### config.mk
export PLATFORM = sky130hd
export DESIGN_NAME = dpf_framer
export DESIGN_NICKNAME = d
export VERILOG_FILES = /design/src/include/dpf_pkg.sv /design/src/rtl/dpf_crc8.sv /design/src/rtl/dpf_framer.sv
export SDC_FILE = /design/constraint.sdc
export NUM_CORES = 1
export LEC_CHECK = 0
export ABC_AREA = 0
export BUFFER_PORTS_ARGS = -buffer_cell sky130_fd_sc_hd__buf_2
export CAP_MARGIN = 40
export CORE_MARGIN = 3
export CORE_UTILIZATION = 35
export DETAILED_ROUTE_END_ITERATION = 8
export GPL_TIMING_DRIVEN = 1
export PLACE_DENSITY = 0.5
export SLEW_MARGIN = 40
export SYNTH_ARGS = -nofsm -noshare
export SYNTH_HDL_FRONTEND = slang
export SYNTH_SLANG_ARGS = --single-unit
### constraint.sdc
create_clock -name core_clk -period 4.95 [get_ports core_clk]
set_input_delay 0.99 -clock core_clk [delete_from_list [all_inputs] [get_ports core_clk]]
set_output_delay 0.99 -clock core_clk [all_outputs]
set_load 0.1 [all_outputs]
### src/include/dpf_pkg.sv
// constants and types for the periodic response framer
package dpf_pkg;

    // register byte offsets and fields
    localparam logic [3:0] ADDR_CTRL   = 4'h0;
    localparam logic [3:0] ADDR_LAYOUT = 4'h4;
    localparam logic [3:0] ADDR_STAT   = 4'h8;
    localparam int CTRL_MUTE = 0;
    localparam int CTRL_FRAG = 1;
    localparam int CTRL_SS   = 2;
    localparam int CTRL_PERIODIC_COLLECTION_MODE = 3;
    localparam logic [3:0] CTRL_RESET   = 4'h8;
    localparam int LAY_FMT_LSB = 4;
    localparam logic [2:0] LAYOUT_RESET = 3'h7;
    localparam int FMT_TAG  = 0;
    localparam int FMT_KAC  = 1;
    localparam int FMT_STAT = 2;
    localparam int STAT_DIAG = 4;
    localparam int STAT_ERRP = 5;

    // status codes of the upper half
    localparam logic [3:0] ST_UOTP  = 4'h8;
    localparam logic [3:0] ST_URW   = 4'h9;
    localparam logic [3:0] ST_FOTP  = 4'ha;
    localparam logic [3:0] ST_TEST  = 4'hb;
    localparam logic [3:0] ST_SUP   = 4'hc;
    localparam logic [3:0] ST_RST   = 4'hd;
    localparam logic [3:0] ST_RES_A = 4'he;
    localparam logic [3:0] ST_RES_B = 4'hf;

    // message and crc shape
    localparam int DATA_W  = 10;
    localparam int MSG_W   = 20;
    localparam int CRC_LEN = 8;
    localparam logic [7:0] CRC_POLY = 8'h2f;
    localparam logic [3:0] SEED_HI  = 4'h0;
    localparam logic [9:0] ERR_CODE = 10'h200;
    localparam int BIT_DIV = 20;

    // diagnostic response shape
    localparam int DIAG_W = 16;
    localparam logic [3:0] FRAGS_WIDE   = 4'h4;
    localparam logic [3:0] FRAGS_NARROW = 4'h8;

    typedef enum logic [2:0] {CMD_BCAST, CMD_FRAG, CMD_DREAD, CMD_DWRITE, CMD_OTHER} dpf_cmd_e;
    typedef enum logic [1:0] {F_IDLE, F_MSG, F_ZERO, F_CRC} dpf_fstate_e;
endpackage

### src/rtl/dpf_crc8.sv
// serial 8-bit crc shift register with seed preset
`timescale 1ns/1ns
module dpf_crc8 (
    // clock and reset
    input  wire logic       core_clk,
    input  wire logic       resetn,
    // control
    input  wire logic       load,
    input  wire logic [7:0] seed,
    input  wire logic       shift,
    input  wire logic       din,
    // result
    output logic      [7:0] crc
);
    logic [7:0] crc_q;
    logic [7:0] crc_d;

    // message bits rotate in at the lsb, feedback from the msb
    always_comb begin
        crc_d = crc_q;
        if (load) begin
            crc_d = seed;
        end else if (shift) begin
            crc_d = {crc_q[6:0], din} ^ (crc_q[7] ? dpf_pkg::CRC_POLY : 8'h00);
        end
    end

    // register
    always_ff @(posedge core_clk or negedge resetn) begin
        if (!resetn) begin
            crc_q <= 8'h00;
        end else begin
            crc_q <= crc_d;
        end
    end

    assign crc = crc_q;
endmodule

### src/rtl/dpf_framer.sv
// periodic response framer with background diagnostic fragments
`timescale 1ns/1ns
module dpf_framer #(
    parameter int BIT_DIV = dpf_pkg::BIT_DIV
) (
    // clock and reset
    input  wire logic                        core_clk,
    input  wire logic                        resetn,
    // avalon-mm slave
    input  wire logic [3:0]                  avs_address,
    input  wire logic                        avs_read,
    input  wire logic                        avs_write,
    input  wire logic [31:0]                 avs_writedata,
    output logic      [31:0]                 avs_readdata,
    output logic                             avs_waitrequest,
    // decoded commands from the bus receiver
    input  wire logic                        cmdStrobe,
    input  wire dpf_pkg::dpf_cmd_e           cmdKind,
    input  wire logic [3:0]                  cmdSlot,
    input  wire logic [7:0]                  cmdAddr,
    input  wire logic [3:0]                  slotTag,
    // device state
    input  wire logic                        userOtpFault,
    input  wire logic                        userRwFault,
    input  wire logic                        factOtpFault,
    input  wire logic                        testActiveFlag,
    input  wire logic                        supplyFault,
    input  wire logic                        supplyTimerDone,
    input  wire logic                        resetOccurredFlag,
    input  wire logic [1:0]                  reservedFault,
    input  wire logic [3:0]                  baseStatus,
    input  wire logic [dpf_pkg::DATA_W-1:0]  sensorData,
    input  wire logic [dpf_pkg::DIAG_W-1:0]  diagRespData,
    // periodic response bit stream
    output logic                             txBit,
    output logic                             txStrobe,
    // diagnostic fragments and register read
    output logic                             diagFragStrobe,
    output logic      [3:0]                  diagFragData,
    output logic      [3:0]                  diagFragSlot,
    output logic                             diagRdReq,
    output logic      [7:0]                  diagRdAddr,
    // mode levels
    output logic                             sampleMode,
    output logic                             diagFragSize
);
    localparam int DW = dpf_pkg::DATA_W;
    localparam int MW = dpf_pkg::MSG_W;

    // lowest priority number first: reserved, reset, supply, test, otp
    function automatic logic [4:0] prioCode(input logic [7:0] f);
        logic [4:0] r;
        r = 5'h00;
        if (f[0])      r = {1'b1, dpf_pkg::ST_RES_A};
        else if (f[1]) r = {1'b1, dpf_pkg::ST_RES_B};
        else if (f[2]) r = {1'b1, dpf_pkg::ST_RST};
        else if (f[3]) r = {1'b1, dpf_pkg::ST_SUP};
        else if (f[4]) r = {1'b1, dpf_pkg::ST_TEST};
        else if (f[5]) r = {1'b1, dpf_pkg::ST_FOTP};
        else if (f[6]) r = {1'b1, dpf_pkg::ST_URW};
        else if (f[7]) r = {1'b1, dpf_pkg::ST_UOTP};
        return r;
    endfunction

    // status selection
    logic [7:0] faults;
    logic [4:0] prio;
    logic [3:0] stCode;
    assign faults = {userOtpFault, userRwFault, factOtpFault, testActiveFlag,
                     supplyFault, resetOccurredFlag, reservedFault[1], reservedFault[0]};
    assign prio   = prioCode(faults);
    assign stCode = prio[4] ? prio[3:0] : baseStatus;

    // ---------------- register slave ----------------
    logic [3:0]  ctrl_q, ctrl_d;
    logic [2:0]  lay_q [16];
    logic [2:0]  lay_d [16];
    logic [3:0]  layTag_q, layTag_d;
    logic        wait_q, wait_d;
    logic [31:0] rdata_q, rdata_d;
    logic        errPend_q;
    logic        diagAct_q;

    // one wait state: the access completes on the cycle waitrequest is low
    always_comb begin
        ctrl_d   = ctrl_q;
        lay_d    = lay_q;
        layTag_d = layTag_q;
        wait_d   = 1'b1;
        rdata_d  = rdata_q;
        if ((avs_read || avs_write) && wait_q) begin
            wait_d = 1'b0;
            if (avs_read) begin
                case (avs_address)
                    dpf_pkg::ADDR_CTRL:   rdata_d = {28'h0000000, ctrl_q};
                    dpf_pkg::ADDR_LAYOUT: rdata_d = {25'h0, lay_q[layTag_q], layTag_q};
                    dpf_pkg::ADDR_STAT:   rdata_d = {26'h0, errPend_q, diagAct_q, stCode};
                    default:              rdata_d = 32'h00000000;
                endcase
            end
        end
        if (avs_write && !wait_q) begin
            case (avs_address)
                dpf_pkg::ADDR_CTRL: ctrl_d = avs_writedata[3:0];
                dpf_pkg::ADDR_LAYOUT: begin
                    layTag_d = avs_writedata[3:0];
                    lay_d[avs_writedata[3:0]] = avs_writedata[dpf_pkg::LAY_FMT_LSB +: 3];
                end
                default: ;
            endcase
        end
    end

    // register
    always_ff @(posedge core_clk or negedge resetn) begin
        if (!resetn) begin
            ctrl_q   <= dpf_pkg::CTRL_RESET;
            lay_q    <= '{default: dpf_pkg::LAYOUT_RESET};
            layTag_q <= 4'h0;
            wait_q   <= 1'b1;
            rdata_q  <= 32'h00000000;
        end else begin
            ctrl_q   <= ctrl_d;
            lay_q    <= lay_d;
            layTag_q <= layTag_d;
            wait_q   <= wait_d;
            rdata_q  <= rdata_d;
        end
    end

    // ---------------- periodic framer ----------------
    dpf_pkg::dpf_fstate_e fst_q, fst_d;
    logic [MW-1:0] msg_q, msg_d;
    logic [4:0]    len_q, len_d;
    logic [4:0]    cnt_q, cnt_d;
    logic [7:0]    div_q, div_d;
    logic [1:0]    kac_q [16];
    logic [1:0]    kac_d [16];
    logic          errPend_d;
    logic          txBit_q, txBit_d;
    logic          txStb_q, txStb_d;
    logic          tick, frameGo, errSet, errUse;
    logic          crcLoad, crcShift, crcDin;
    logic [7:0]    crcVal;
    logic [2:0]    fmt;
    logic [MW-1:0] m;
    logic [4:0]    n;

    // bit rate enable; it restarts with each frame; bits are evenly spaced only when BIT_DIV is 9 or more, as the zero feed takes 8 cycles
    assign tick = (div_q == 8'(BIT_DIV - 1));
    // mute while the supply monitor runs: no periodic frame starts, but diagnostic fragments still go out
    assign frameGo = cmdStrobe && ctrl_q[dpf_pkg::CTRL_PERIODIC_COLLECTION_MODE]
                     && (cmdKind == dpf_pkg::CMD_BCAST || cmdKind == dpf_pkg::CMD_FRAG)
                     && !(supplyFault && !supplyTimerDone);
    // sticky request for at least one error-coded data field
    assign errSet = (prio[4] && !supplyFault)
                    || (supplyFault && supplyTimerDone && !ctrl_q[dpf_pkg::CTRL_MUTE]);
    assign errUse = errSet || errPend_q;
    assign fmt    = lay_q[slotTag];

    // frame assembly and serialisation
    always_comb begin
        fst_d     = fst_q;
        msg_d     = msg_q;
        len_d     = len_q;
        cnt_d     = cnt_q;
        div_d     = tick ? 8'h00 : div_q + 8'h01;
        kac_d     = kac_q;
        errPend_d = errPend_q;
        txBit_d   = txBit_q;
        txStb_d   = 1'b0;
        crcLoad   = 1'b0;
        crcShift  = 1'b0;
        crcDin    = 1'b0;
        m         = '0;
        n         = 5'h00;
        case (fst_q)
            dpf_pkg::F_IDLE: begin
                div_d = 8'h00;
                if (frameGo) begin
                    if (fmt[dpf_pkg::FMT_TAG]) begin
                        m = {m[MW-5:0], slotTag};
                        n = n + 5'd4;
                    end
                    if (fmt[dpf_pkg::FMT_KAC]) begin
                        m = {m[MW-3:0], kac_q[slotTag]};
                        n = n + 5'd2;
                    end
                    if (fmt[dpf_pkg::FMT_STAT]) begin
                        m = {m[MW-5:0], stCode};
                        n = n + 5'd4;
                    end
                    m = {m[MW-DW-1:0], (errUse ? dpf_pkg::ERR_CODE : sensorData)};
                    n = n + 5'(DW);
                    msg_d = m << (5'(MW) - n); // left aligned, msb goes first
                    len_d = n;
                    cnt_d = 5'h00;
                    kac_d[slotTag] = kac_q[slotTag] + 2'h1;
                    errPend_d = errSet; // a fresh set survives the clear
                    crcLoad = 1'b1;
                    fst_d = dpf_pkg::F_MSG;
                end else if (errSet) begin
                    errPend_d = 1'b1;
                end
            end
            dpf_pkg::F_MSG: begin
                if (errSet) errPend_d = 1'b1;
                if (tick) begin
                    txBit_d  = msg_q[MW-1];
                    txStb_d  = 1'b1;
                    crcShift = 1'b1;
                    crcDin   = msg_q[MW-1];
                    msg_d    = {msg_q[MW-2:0], 1'b0};
                    cnt_d    = cnt_q + 5'h01;
                    if (cnt_q == len_q - 5'h01) begin
                        cnt_d = 5'h00;
                        fst_d = dpf_pkg::F_ZERO;
                    end
                end
            end
            dpf_pkg::F_ZERO: begin
                // zeros are pushed at core rate so the crc is ready by the next bit
                if (errSet) errPend_d = 1'b1;
                crcShift = 1'b1;
                cnt_d    = cnt_q + 5'h01;
                if (cnt_q == 5'(dpf_pkg::CRC_LEN - 1)) begin
                    cnt_d = 5'h00;
                    fst_d = dpf_pkg::F_CRC;
                end
            end
            dpf_pkg::F_CRC: begin
                if (errSet) errPend_d = 1'b1;
                if (tick) begin
                    txBit_d = crcVal[3'd7 - cnt_q[2:0]];
                    txStb_d = 1'b1;
                    cnt_d   = cnt_q + 5'h01;
                    if (cnt_q == 5'(dpf_pkg::CRC_LEN - 1)) begin
                        cnt_d = 5'h00;
                        fst_d = dpf_pkg::F_IDLE;
                    end
                end
            end
            default: fst_d = dpf_pkg::F_IDLE;
        endcase
    end

    // register
    always_ff @(posedge core_clk or negedge resetn) begin
        if (!resetn) begin
            fst_q     <= dpf_pkg::F_IDLE;
            msg_q     <= '0;
            len_q     <= 5'h00;
            cnt_q     <= 5'h00;
            div_q     <= 8'h00;
            kac_q     <= '{default: 2'h0};
            errPend_q <= 1'b0;
            txBit_q   <= 1'b0;
            txStb_q   <= 1'b0;
        end else begin
            fst_q     <= fst_d;
            msg_q     <= msg_d;
            len_q     <= len_d;
            cnt_q     <= cnt_d;
            div_q     <= div_d;
            kac_q     <= kac_d;
            errPend_q <= errPend_d;
            txBit_q   <= txBit_d;
            txStb_q   <= txStb_d;
        end
    end

    dpf_crc8 u_crc (
        .core_clk (core_clk),
        .resetn   (resetn),
        .load     (crcLoad),
        .seed     ({dpf_pkg::SEED_HI, slotTag}),
        .shift    (crcShift),
        .din      (crcDin),
        .crc      (crcVal)
    );

    // ---------------- background diagnostic ----------------
    logic              diagArm_q, diagArm_d;
    logic              diagAct_d;
    logic [3:0]        frag_q, frag_d;
    localparam int DIAG_W_L = dpf_pkg::DIAG_W - 1;
    logic [DIAG_W_L:0] word_q;
    logic [DIAG_W_L:0] word_d, w;
    logic [3:0]        slot_q, slot_d;
    logic              fStb_q, fStb_d;
    logic [3:0]        fDat_q, fDat_d;
    logic              rdReq_q, rdReq_d;
    logic [7:0]        rdAddr_q, rdAddr_d;
    logic              wide;

    assign wide = ctrl_q[dpf_pkg::CTRL_FRAG];

    // fragments go out only on broadcast reads after an armed command
    always_comb begin
        diagArm_d = diagArm_q;
        diagAct_d = diagAct_q;
        frag_d    = frag_q;
        word_d    = word_q;
        slot_d    = slot_q;
        fStb_d    = 1'b0;
        fDat_d    = fDat_q;
        rdReq_d   = 1'b0;
        rdAddr_d  = rdAddr_q;
        w         = word_q;
        if (cmdStrobe) begin
            case (cmdKind)
                dpf_pkg::CMD_DREAD: begin
                    if (ctrl_q[dpf_pkg::CTRL_PERIODIC_COLLECTION_MODE]) begin
                        diagArm_d = 1'b1;
                        diagAct_d = 1'b0;
                        frag_d    = 4'h0;
                        slot_d    = cmdSlot;
                        rdReq_d   = 1'b1;
                        rdAddr_d  = cmdAddr;
                    end
                end
                dpf_pkg::CMD_BCAST: begin
                    if (diagArm_q || diagAct_q) begin
                        if (diagArm_q) w = diagRespData;
                        fStb_d = 1'b1;
                        fDat_d = wide ? w[DIAG_W_L -: 4] : {2'b00, w[DIAG_W_L -: 2]};
                        word_d = wide ? {w[DIAG_W_L-4:0], 4'h0} : {w[DIAG_W_L-2:0], 2'h0};
                        frag_d = frag_q + 4'h1;
                        diagArm_d = 1'b0;
                        diagAct_d = (frag_q + 4'h1) != (wide ? dpf_pkg::FRAGS_WIDE : dpf_pkg::FRAGS_NARROW);
                    end
                end
                // writes are never executed, fragments and others abandon
                default: begin
                    diagArm_d = 1'b0;
                    diagAct_d = 1'b0;
                end
            endcase
        end
    end

    // register
    always_ff @(posedge core_clk or negedge resetn) begin
        if (!resetn) begin
            diagArm_q <= 1'b0;
            diagAct_q <= 1'b0;
            frag_q    <= 4'h0;
            word_q    <= '0;
            slot_q    <= 4'h0;
            fStb_q    <= 1'b0;
            fDat_q    <= 4'h0;
            rdReq_q   <= 1'b0;
            rdAddr_q  <= 8'h00;
        end else begin
            diagArm_q <= diagArm_d;
            diagAct_q <= diagAct_d;
            frag_q    <= frag_d;
            word_q    <= word_d;
            slot_q    <= slot_d;
            fStb_q    <= fStb_d;
            fDat_q    <= fDat_d;
            rdReq_q   <= rdReq_d;
            rdAddr_q  <= rdAddr_d;
        end
    end

    // outputs straight from flops
    assign avs_readdata    = rdata_q;
    assign avs_waitrequest = wait_q;
    assign txBit           = txBit_q;
    assign txStrobe        = txStb_q;
    assign diagFragStrobe  = fStb_q;
    assign diagFragData    = fDat_q;
    assign diagFragSlot    = slot_q;
    assign diagRdReq       = rdReq_q;
    assign diagRdAddr      = rdAddr_q;
    assign sampleMode      = ctrl_q[dpf_pkg::CTRL_SS];
    assign diagFragSize    = ctrl_q[dpf_pkg::CTRL_FRAG];

    // checks
    a_uotp_code: assert property (@(posedge core_clk) disable iff (!resetn)
        faults == 8'h80 |-> stCode == 4'h8) else $error("user otp code wrong");
    a_urw_code: assert property (@(posedge core_clk) disable iff (!resetn)
        faults[7:6] == 2'b11 && faults[5:0] == 6'h00 |-> stCode == 4'h9) else $error("rw code wrong");
    a_reserved_wins: assert property (@(posedge core_clk) disable iff (!resetn)
        reservedFault[0] |-> stCode == 4'he) else $error("priority order wrong");
    a_supply_mute: assert property (@(posedge core_clk) disable iff (!resetn)
        supplyFault && !supplyTimerDone && fst_q == dpf_pkg::F_IDLE |=> fst_q == dpf_pkg::F_IDLE)
        else $error("frame sent while muted");
    a_crc_seed: assert property (@(posedge core_clk) disable iff (!resetn)
        fst_q == dpf_pkg::F_IDLE && frameGo |=> crcVal == {4'h0, $past(slotTag)})
        else $error("crc seed wrong");
    a_zero_feed: assert property (@(posedge core_clk) disable iff (!resetn)
        $rose(fst_q == dpf_pkg::F_ZERO) |-> (fst_q == dpf_pkg::F_ZERO)[*8] ##1 fst_q == dpf_pkg::F_CRC)
        else $error("zero feed length wrong");
    a_frag_on_bcast: assert property (@(posedge core_clk) disable iff (!resetn)
        fStb_q |-> $past(cmdStrobe) && $past(cmdKind) == dpf_pkg::CMD_BCAST)
        else $error("fragment without broadcast");
    a_diag_abandon: assert property (@(posedge core_clk) disable iff (!resetn)
        cmdStrobe && cmdKind inside {dpf_pkg::CMD_FRAG, dpf_pkg::CMD_DWRITE, dpf_pkg::CMD_OTHER}
        |=> !diagAct_q && !diagArm_q ##1 !fStb_q) else $error("diag not abandoned");
    a_narrow_frag: assert property (@(posedge core_clk) disable iff (!resetn)
        fStb_q && !$past(wide) |-> fDat_q[3:2] == 2'b00) else $error("narrow fragment too wide");
    a_no_write_read: assert property (@(posedge core_clk) disable iff (!resetn)
        cmdStrobe && cmdKind == dpf_pkg::CMD_DWRITE |=> !rdReq_q) else $error("write executed");
endmodule

Yosys cells after proc, flatten, opt, wreduce, memory -nomap -nowiden
Cells that the tools add are included.
Storage, ports and cells
  flip-flop bits (word level): 212
  input port bits: 99
  output and inout bits: 55
  logic and storage cells: 232
Operators by class
  add/sub/neg operators: 10
  magnitude comparators: 6
  eq/ne operators: 19
  shift-type cells: 1
  muxes and demuxes: 96
  bitwise logic cells: 4
  reductions and logical operators: 42
Operators with widths (count)
  5-bit two-way mux: 21
  48-bit bitwise mux: 1
  10-bit two-way mux: 4
  20-bit two-way mux: 2
  20-bit case mux with 2 select lines: 1
  32-bit bitwise mux: 1
  16-bit two-way mux: 2
  8-bit two-way mux: 4
  3-bit binary-select mux with 4-bit select: 2
  4-bit two-way mux: 6
  1-bit two-way mux: 22
  7-bit case mux with 3 select lines: 1
  5-bit case mux with 4 select lines: 1
  20-bit by 5-bit left shift with 20-bit output: 1
  2-bit two-way mux: 9
  3-bit two-way mux: 6
  3-bit AND reduction: 6
  5-bit >= comparator (second input constant): 3
  4-bit inverter with 5-bit output: 3
  2-bit != test (second input constant): 7
  3-bit demux with 4-bit select: 1
  6-bit two-way mux: 2
  1-bit logical AND: 11
  5-bit by 1-bit less-than comparator with 1-bit output (second input constant): 2
  other kinds (40): 59

Depth between registers and ports, before layout
  word-level depth: 20
  gate-level depth with buffers: 14
  gate-level depth less buffers: 11

Modules after synthesis
Synthesis repeated with hierarchy kept, for this count alone.
Unflattened totals
  cell total of the unflattened synthesis: 1042
  area, all modules: 10622.7 um2
Modules (own cells, without submodules)
  dpf_framer: times used 1, cells each 1001, area an instance 10147.2 um2, sequential area each 4466.8 um2
  dpf_crc8: times used 1, cells each 41, area an instance 475.5 um2, sequential area each 200.2 um2

Worst setup path before layout
No wires, ideal clock.
  path type: input to register
  start: input slotTag[2]
  end: register msg_q[6]
  data arrival time: 4.347 ns
  slack: 0.477 ns
  cell stages on the path: 10
  buffers on the path: 4
  path through: buf_6 -> mux4_2 -> mux4_2 -> buf_6 -> buf_2 -> fa_1 -> clkbuf_1 -> mux4_1 -> a221oi_1 -> nor2_1
Between the ends
  cells in the longest elaborated chain, start to end: 20
RTL lines
  start: declaration: RTL line dpf_framer.sv:21  | input wire logic [3:0] slotTag,
  4-bit inverter with 5-bit output (not written as such): RTL line dpf_framer.sv:159, dpf_framer.sv:186
  3-bit binary-select mux with 4-bit select: RTL line dpf_framer.sv:159  | assign fmt = lay_q[slotTag];
  3-bit two-way mux (not written as such) (2 in series): RTL line dpf_framer.sv:159
  3-bit two-way mux: RTL line dpf_framer.sv:181  | if (fmt[dpf_pkg::FMT_TAG]) begin
  5-bit two-way mux: RTL line dpf_framer.sv:180  | if (frameGo) begin
  5-bit two-way mux: RTL line dpf_framer.sv:177  | case (fst_q)
  5-bit by 2-bit adder with 5-bit output: RTL line dpf_framer.sv:187  | n = n + 5'd2;
  5-bit two-way mux: RTL line dpf_framer.sv:185  | if (fmt[dpf_pkg::FMT_KAC]) begin
  [... 3 more ...]
  5-bit two-way mux: RTL line dpf_framer.sv:189  | if (fmt[dpf_pkg::FMT_STAT]) begin
  5-bit two-way mux: RTL line dpf_framer.sv:180
  5-bit two-way mux: RTL line dpf_framer.sv:177
  5-bit by 4-bit adder with 5-bit output: RTL line dpf_framer.sv:194  | n = n + 5'(DW);
  5-bit subtractor: RTL line dpf_framer.sv:195  | msg_d = m << (5'(MW) - n);
  20-bit by 5-bit left shift with 20-bit output *: RTL line dpf_framer.sv:195
  20-bit two-way mux *: RTL line dpf_framer.sv:180
  20-bit case mux with 2 select lines *: RTL line dpf_framer.sv:177
  end signal: assignment: RTL line dpf_framer.sv:261  | msg_q <= msg_d;
  end: declaration: RTL line dpf_framer.sv:133  | logic [MW-1:0] msg_q, msg_d;
Every way passes the cells marked *; elsewhere a longest branch is shown, timed or not. The select of a mux whose other input is x is not followed.
A chain may end at the register's enable or synchronous reset.

Worst setup path in the final report
  start: input slotTag[1]
  end: register msg_q[18]
Same word-level chain as after synthesis.

==> results.md <==
* Root Buffer: clkbuf_16
* Startpoint types: primary input
* Vias/cell at 5.246
* Global-route wire length before repair at 42680 µm
* Pre-CTS setup slack at 0.1374 ns
* Die Wd at 178.9 µm
* Hold Buf Count CTS at 0
* CTS tree: yes
* Final hold slack at 0.3771 ns
* Worst-Margin Slew at 0.7403 ns
* DRT antenna net count at 0
* Post-detailed-routing wire length at between 20000 and 30000 µm
* Post-synthesis cell count at a little under 1000
* Worst skew pair latency at 0.45 ns
* Clk_skew at around 0.016 ns
* Core area at between 20000 and 30000 µm²
* Reg2reg end: msg_q[18]$_DFFE_PN0P_
* Worst r2r src: lay_q[3]$_DFFE_PN1P_
* Synth Flop Type: dfrtp_1
* Final worst setup slack at 0.6082 ns
* Yosys reg bits at 184
* Final hold vios at 0
* DRT Pass-1 Iters at 5
* Postcts setup bufs at 0
* Status: finished, final reports clean
* CP Class: primary input to flip-flop
* Final setup fails at 0
* Initial DRC count at 531
* Unrepaired setup endpoints after global routing: no
* Power Dens Cells at 316.7 nW/µm²
* CP endpoint kind: flip-flop
* Initial Utilization at ~36%
* Final GP Congestion at 0.8031
* Max-Slew Margin vs Limit at 50.27%
* Sequential area share after synthesis at 44.62%
* Clock power frac at 38.9%
* Final Instance Area at 11970 µm²
* Warnings, synthesis at 0
* Crit path max fanout at 15
* Top-count cell post-synth: dfrtp_1
* Row count at 62
* Overall power at 3.790 mW
* Slew Limit Fails at 0
* Min Clock Period, post-route at around 4.3 ns
* DR WL/cell at 18.14 µm
* Post-synth ARST share at 100.0%
* I/O Buffers at about 100
* Net Sw Frac at between 30% and 40%
* Top cell type's share of synthesized area at roughly 32%
* Post-synth top cells: dfrtp_1 (134), nand2_1 (117), mux2_2 (108), nor2_1 (76), o21ai_0 (51)
* Clock buffer depth at 2
* Part of the power in registers at 43.2%
* CP Data Arrival Time at ~4.7 ns
* Switch Pwr at 1.254 mW
* Nets at 1163
* Largest net degree at the start of global routing at 101
* Initial antenna violation count at 4
* Internal Power at 2.536 mW
* Total track usage at 17.07%
* Layout cells sized above 1 at 35.34%
* CTS Sinks at 184
* Yosys top cell by area: dfrtp_1
* Leakage power at 5.223 nW
* CTS-repair resized insts at 0
* DPL Wire Length at 19020 µm
* Fillers at 2820
* H-tree levels at 4
* Number of global-route vias before repair at 7702
* Placed Area at 11300 µm²
* Final period util at between 80% and 90%
* Full die area at 31990 µm²
* Number of synthesized flops with an enable pin at 0
* CP required at approximately 5.3 ns
* Top cells by area, synth: dfrtp_1 (32%), dfstp_2 (13%), mux2_2 (12%)
* Area growth, synth to finish at 14.44%
* Io pins at 154
* Avg Cell Area, Syn at 10.86 µm²
* Max_cap viols at 0
* Hold/Removal Path Class: primary input to asynchronous set/reset pin
* Worst-path clk slew at 0.08 ns
* Reg2reg setup slack at approximately 1.2 ns
* Chip height at 178.9 µm
* Count of cell types in the netlist at 70
* Synth Cell Area at 10460 µm²
* Max VDD drop at 0.2282 mV
* Max Clk Rate at 230.3 MHz
* Worst R2R Path Depth at 10
* DRC at 0
* Sum Neg Setup Slack at 0 ns
* Via Count at 7612
* Total CTS buffers at 17
* Aggregate global routing overflow at 0
* Comb power frac at approximately 18%
[routing by layer]
| layer | up-vias | wire length, µm | global-route usage [%] |
|---|---|---|---|
| met5 | - | 13 | 0 |
| met4 | 2 | 476 | 5.617 |
| met3 | 31 | 1191 | 3.134 |
| met2 | 171 | 11830 | 26.27 |
| met1 | 3777 | 12810 | 24.31 |
| li1 | 3631 | - | - |
[power by group through the flow]
stage               clock, mW  combinational [mW]  sequential [mW]
floorplan                   0               0.339             1.84
global placement            0               0.676             1.67
global route             1.59               0.719             1.65
detailed placement          0               0.677             1.67
finish                   1.48               0.677             1.64
CTS                      1.53               0.679             1.64
[critical path, stage by stage]
cell and delay (ns):
buf_2 0.37, mux4_2 0.55, a22o_1 0.26, a221o_1 0.35, fa_1 0.88, clkinv_1 0.24, buf_4 0.23, a2111oi_0 0.34
buf_4 0.20, nor2_1 0.04, o311ai_1 0.23
[registers in the layout, summed over array words and instances, names as in the netlist, 2 cells and up]
register / cells
div_q: 8
msg_q: 20
cnt_q: 5
diagRdAddr: 8
frag_q: 4
ctrl_q: 4
lay_q: 48
layTag_q: 4
fst_q: 2
len_q: 4
word_q: 14
diagFragData: 4
u_crc.crc: 8
kac_q: 32
diagFragSlot: 4
avs_readdata: 7
[cells in the final DEF (no fill, tap or decap), types with 6 or more instances in the layout]
cell         n
buf_4       20
dfstp_2     50
and2_1       9
a31oi_1      8
nand3_1     19
a22o_1       8
mux4_2      38
nor2b_1     12
a22oi_1      6
mux2i_1     29
nand4_1      7
clkbuf_16   19
nand2b_1    11
inv_1       13
o211ai_1     6
or2_2        6
xor2_1       8
nand2_1    117
conb_1      25
o21ai_1      9
a211oi_1     9
mux2_2     108
buf_2      103
nor2_1      76
a21oi_1     27
nor3_1      16
o221ai_1     6
xnor2_1     14
o21ai_0     50
ha_1        11
dfrtp_1    132
[through the flow]
step | instances | utilization (%)
after detailed placement | 1415 | 38.85
after global placement | 1414 | 38.80
after CTS | 1447 | 41.02
after global routing | 1451 | 41.14
final | 1451 | 41.14
after floorplan | 987 | -
[final cells by class]
type	instances	area [µm²]	share of cell area, %
diodes	3	7.507	0.06272
clock buffers	20	489.2	4.087
clock inverters	12	141.4	1.181
inverters	15	56.30	0.4704
multi-input cells	707	5396	45.09
flip-flops and latches	184	4669	39.01
well taps	384	480.5	4.014
repair buffers	126	728.2	6.084
[worst max-delay path by stage]
stage,startpoint,endpoint,slack (ns),cells after the start
after detailed placement,slotTag[1],msg_q[18]$_DFFE_PN0P_,0.14,11
after floorplan,slotTag[2],msg_q[6]$_DFFE_PN0P_,0.48,10
after global placement,slotTag[1],msg_q[18]$_DFFE_PN0P_,0.17,11
after CTS,slotTag[1],msg_q[18]$_DFFE_PN0P_,0.60,11
after global routing,slotTag[1],msg_q[18]$_DFFE_PN0P_,0.25,11
final,slotTag[1],msg_q[18]$_DFFE_PN0P_,0.61,11
[kinds of logic (layout without fill, tap and decap cells)]
family                   Yosys count  after routing  synth area share (%)
multiplexers                     177            177                 23.05
buffers and inverters             96            173                 4.737
adder cells (fa/ha/maj)           13             13                 1.627
XOR/XNOR                          24             24                 2.153
flip-flops                       184            184                 44.62
AO/OA/AOI/OAI                    170            170                 10.62
other                              1             28               0.03586
AND/OR/NAND/NOR                  298            298                 13.15
(Power assumes the default switching activity.)
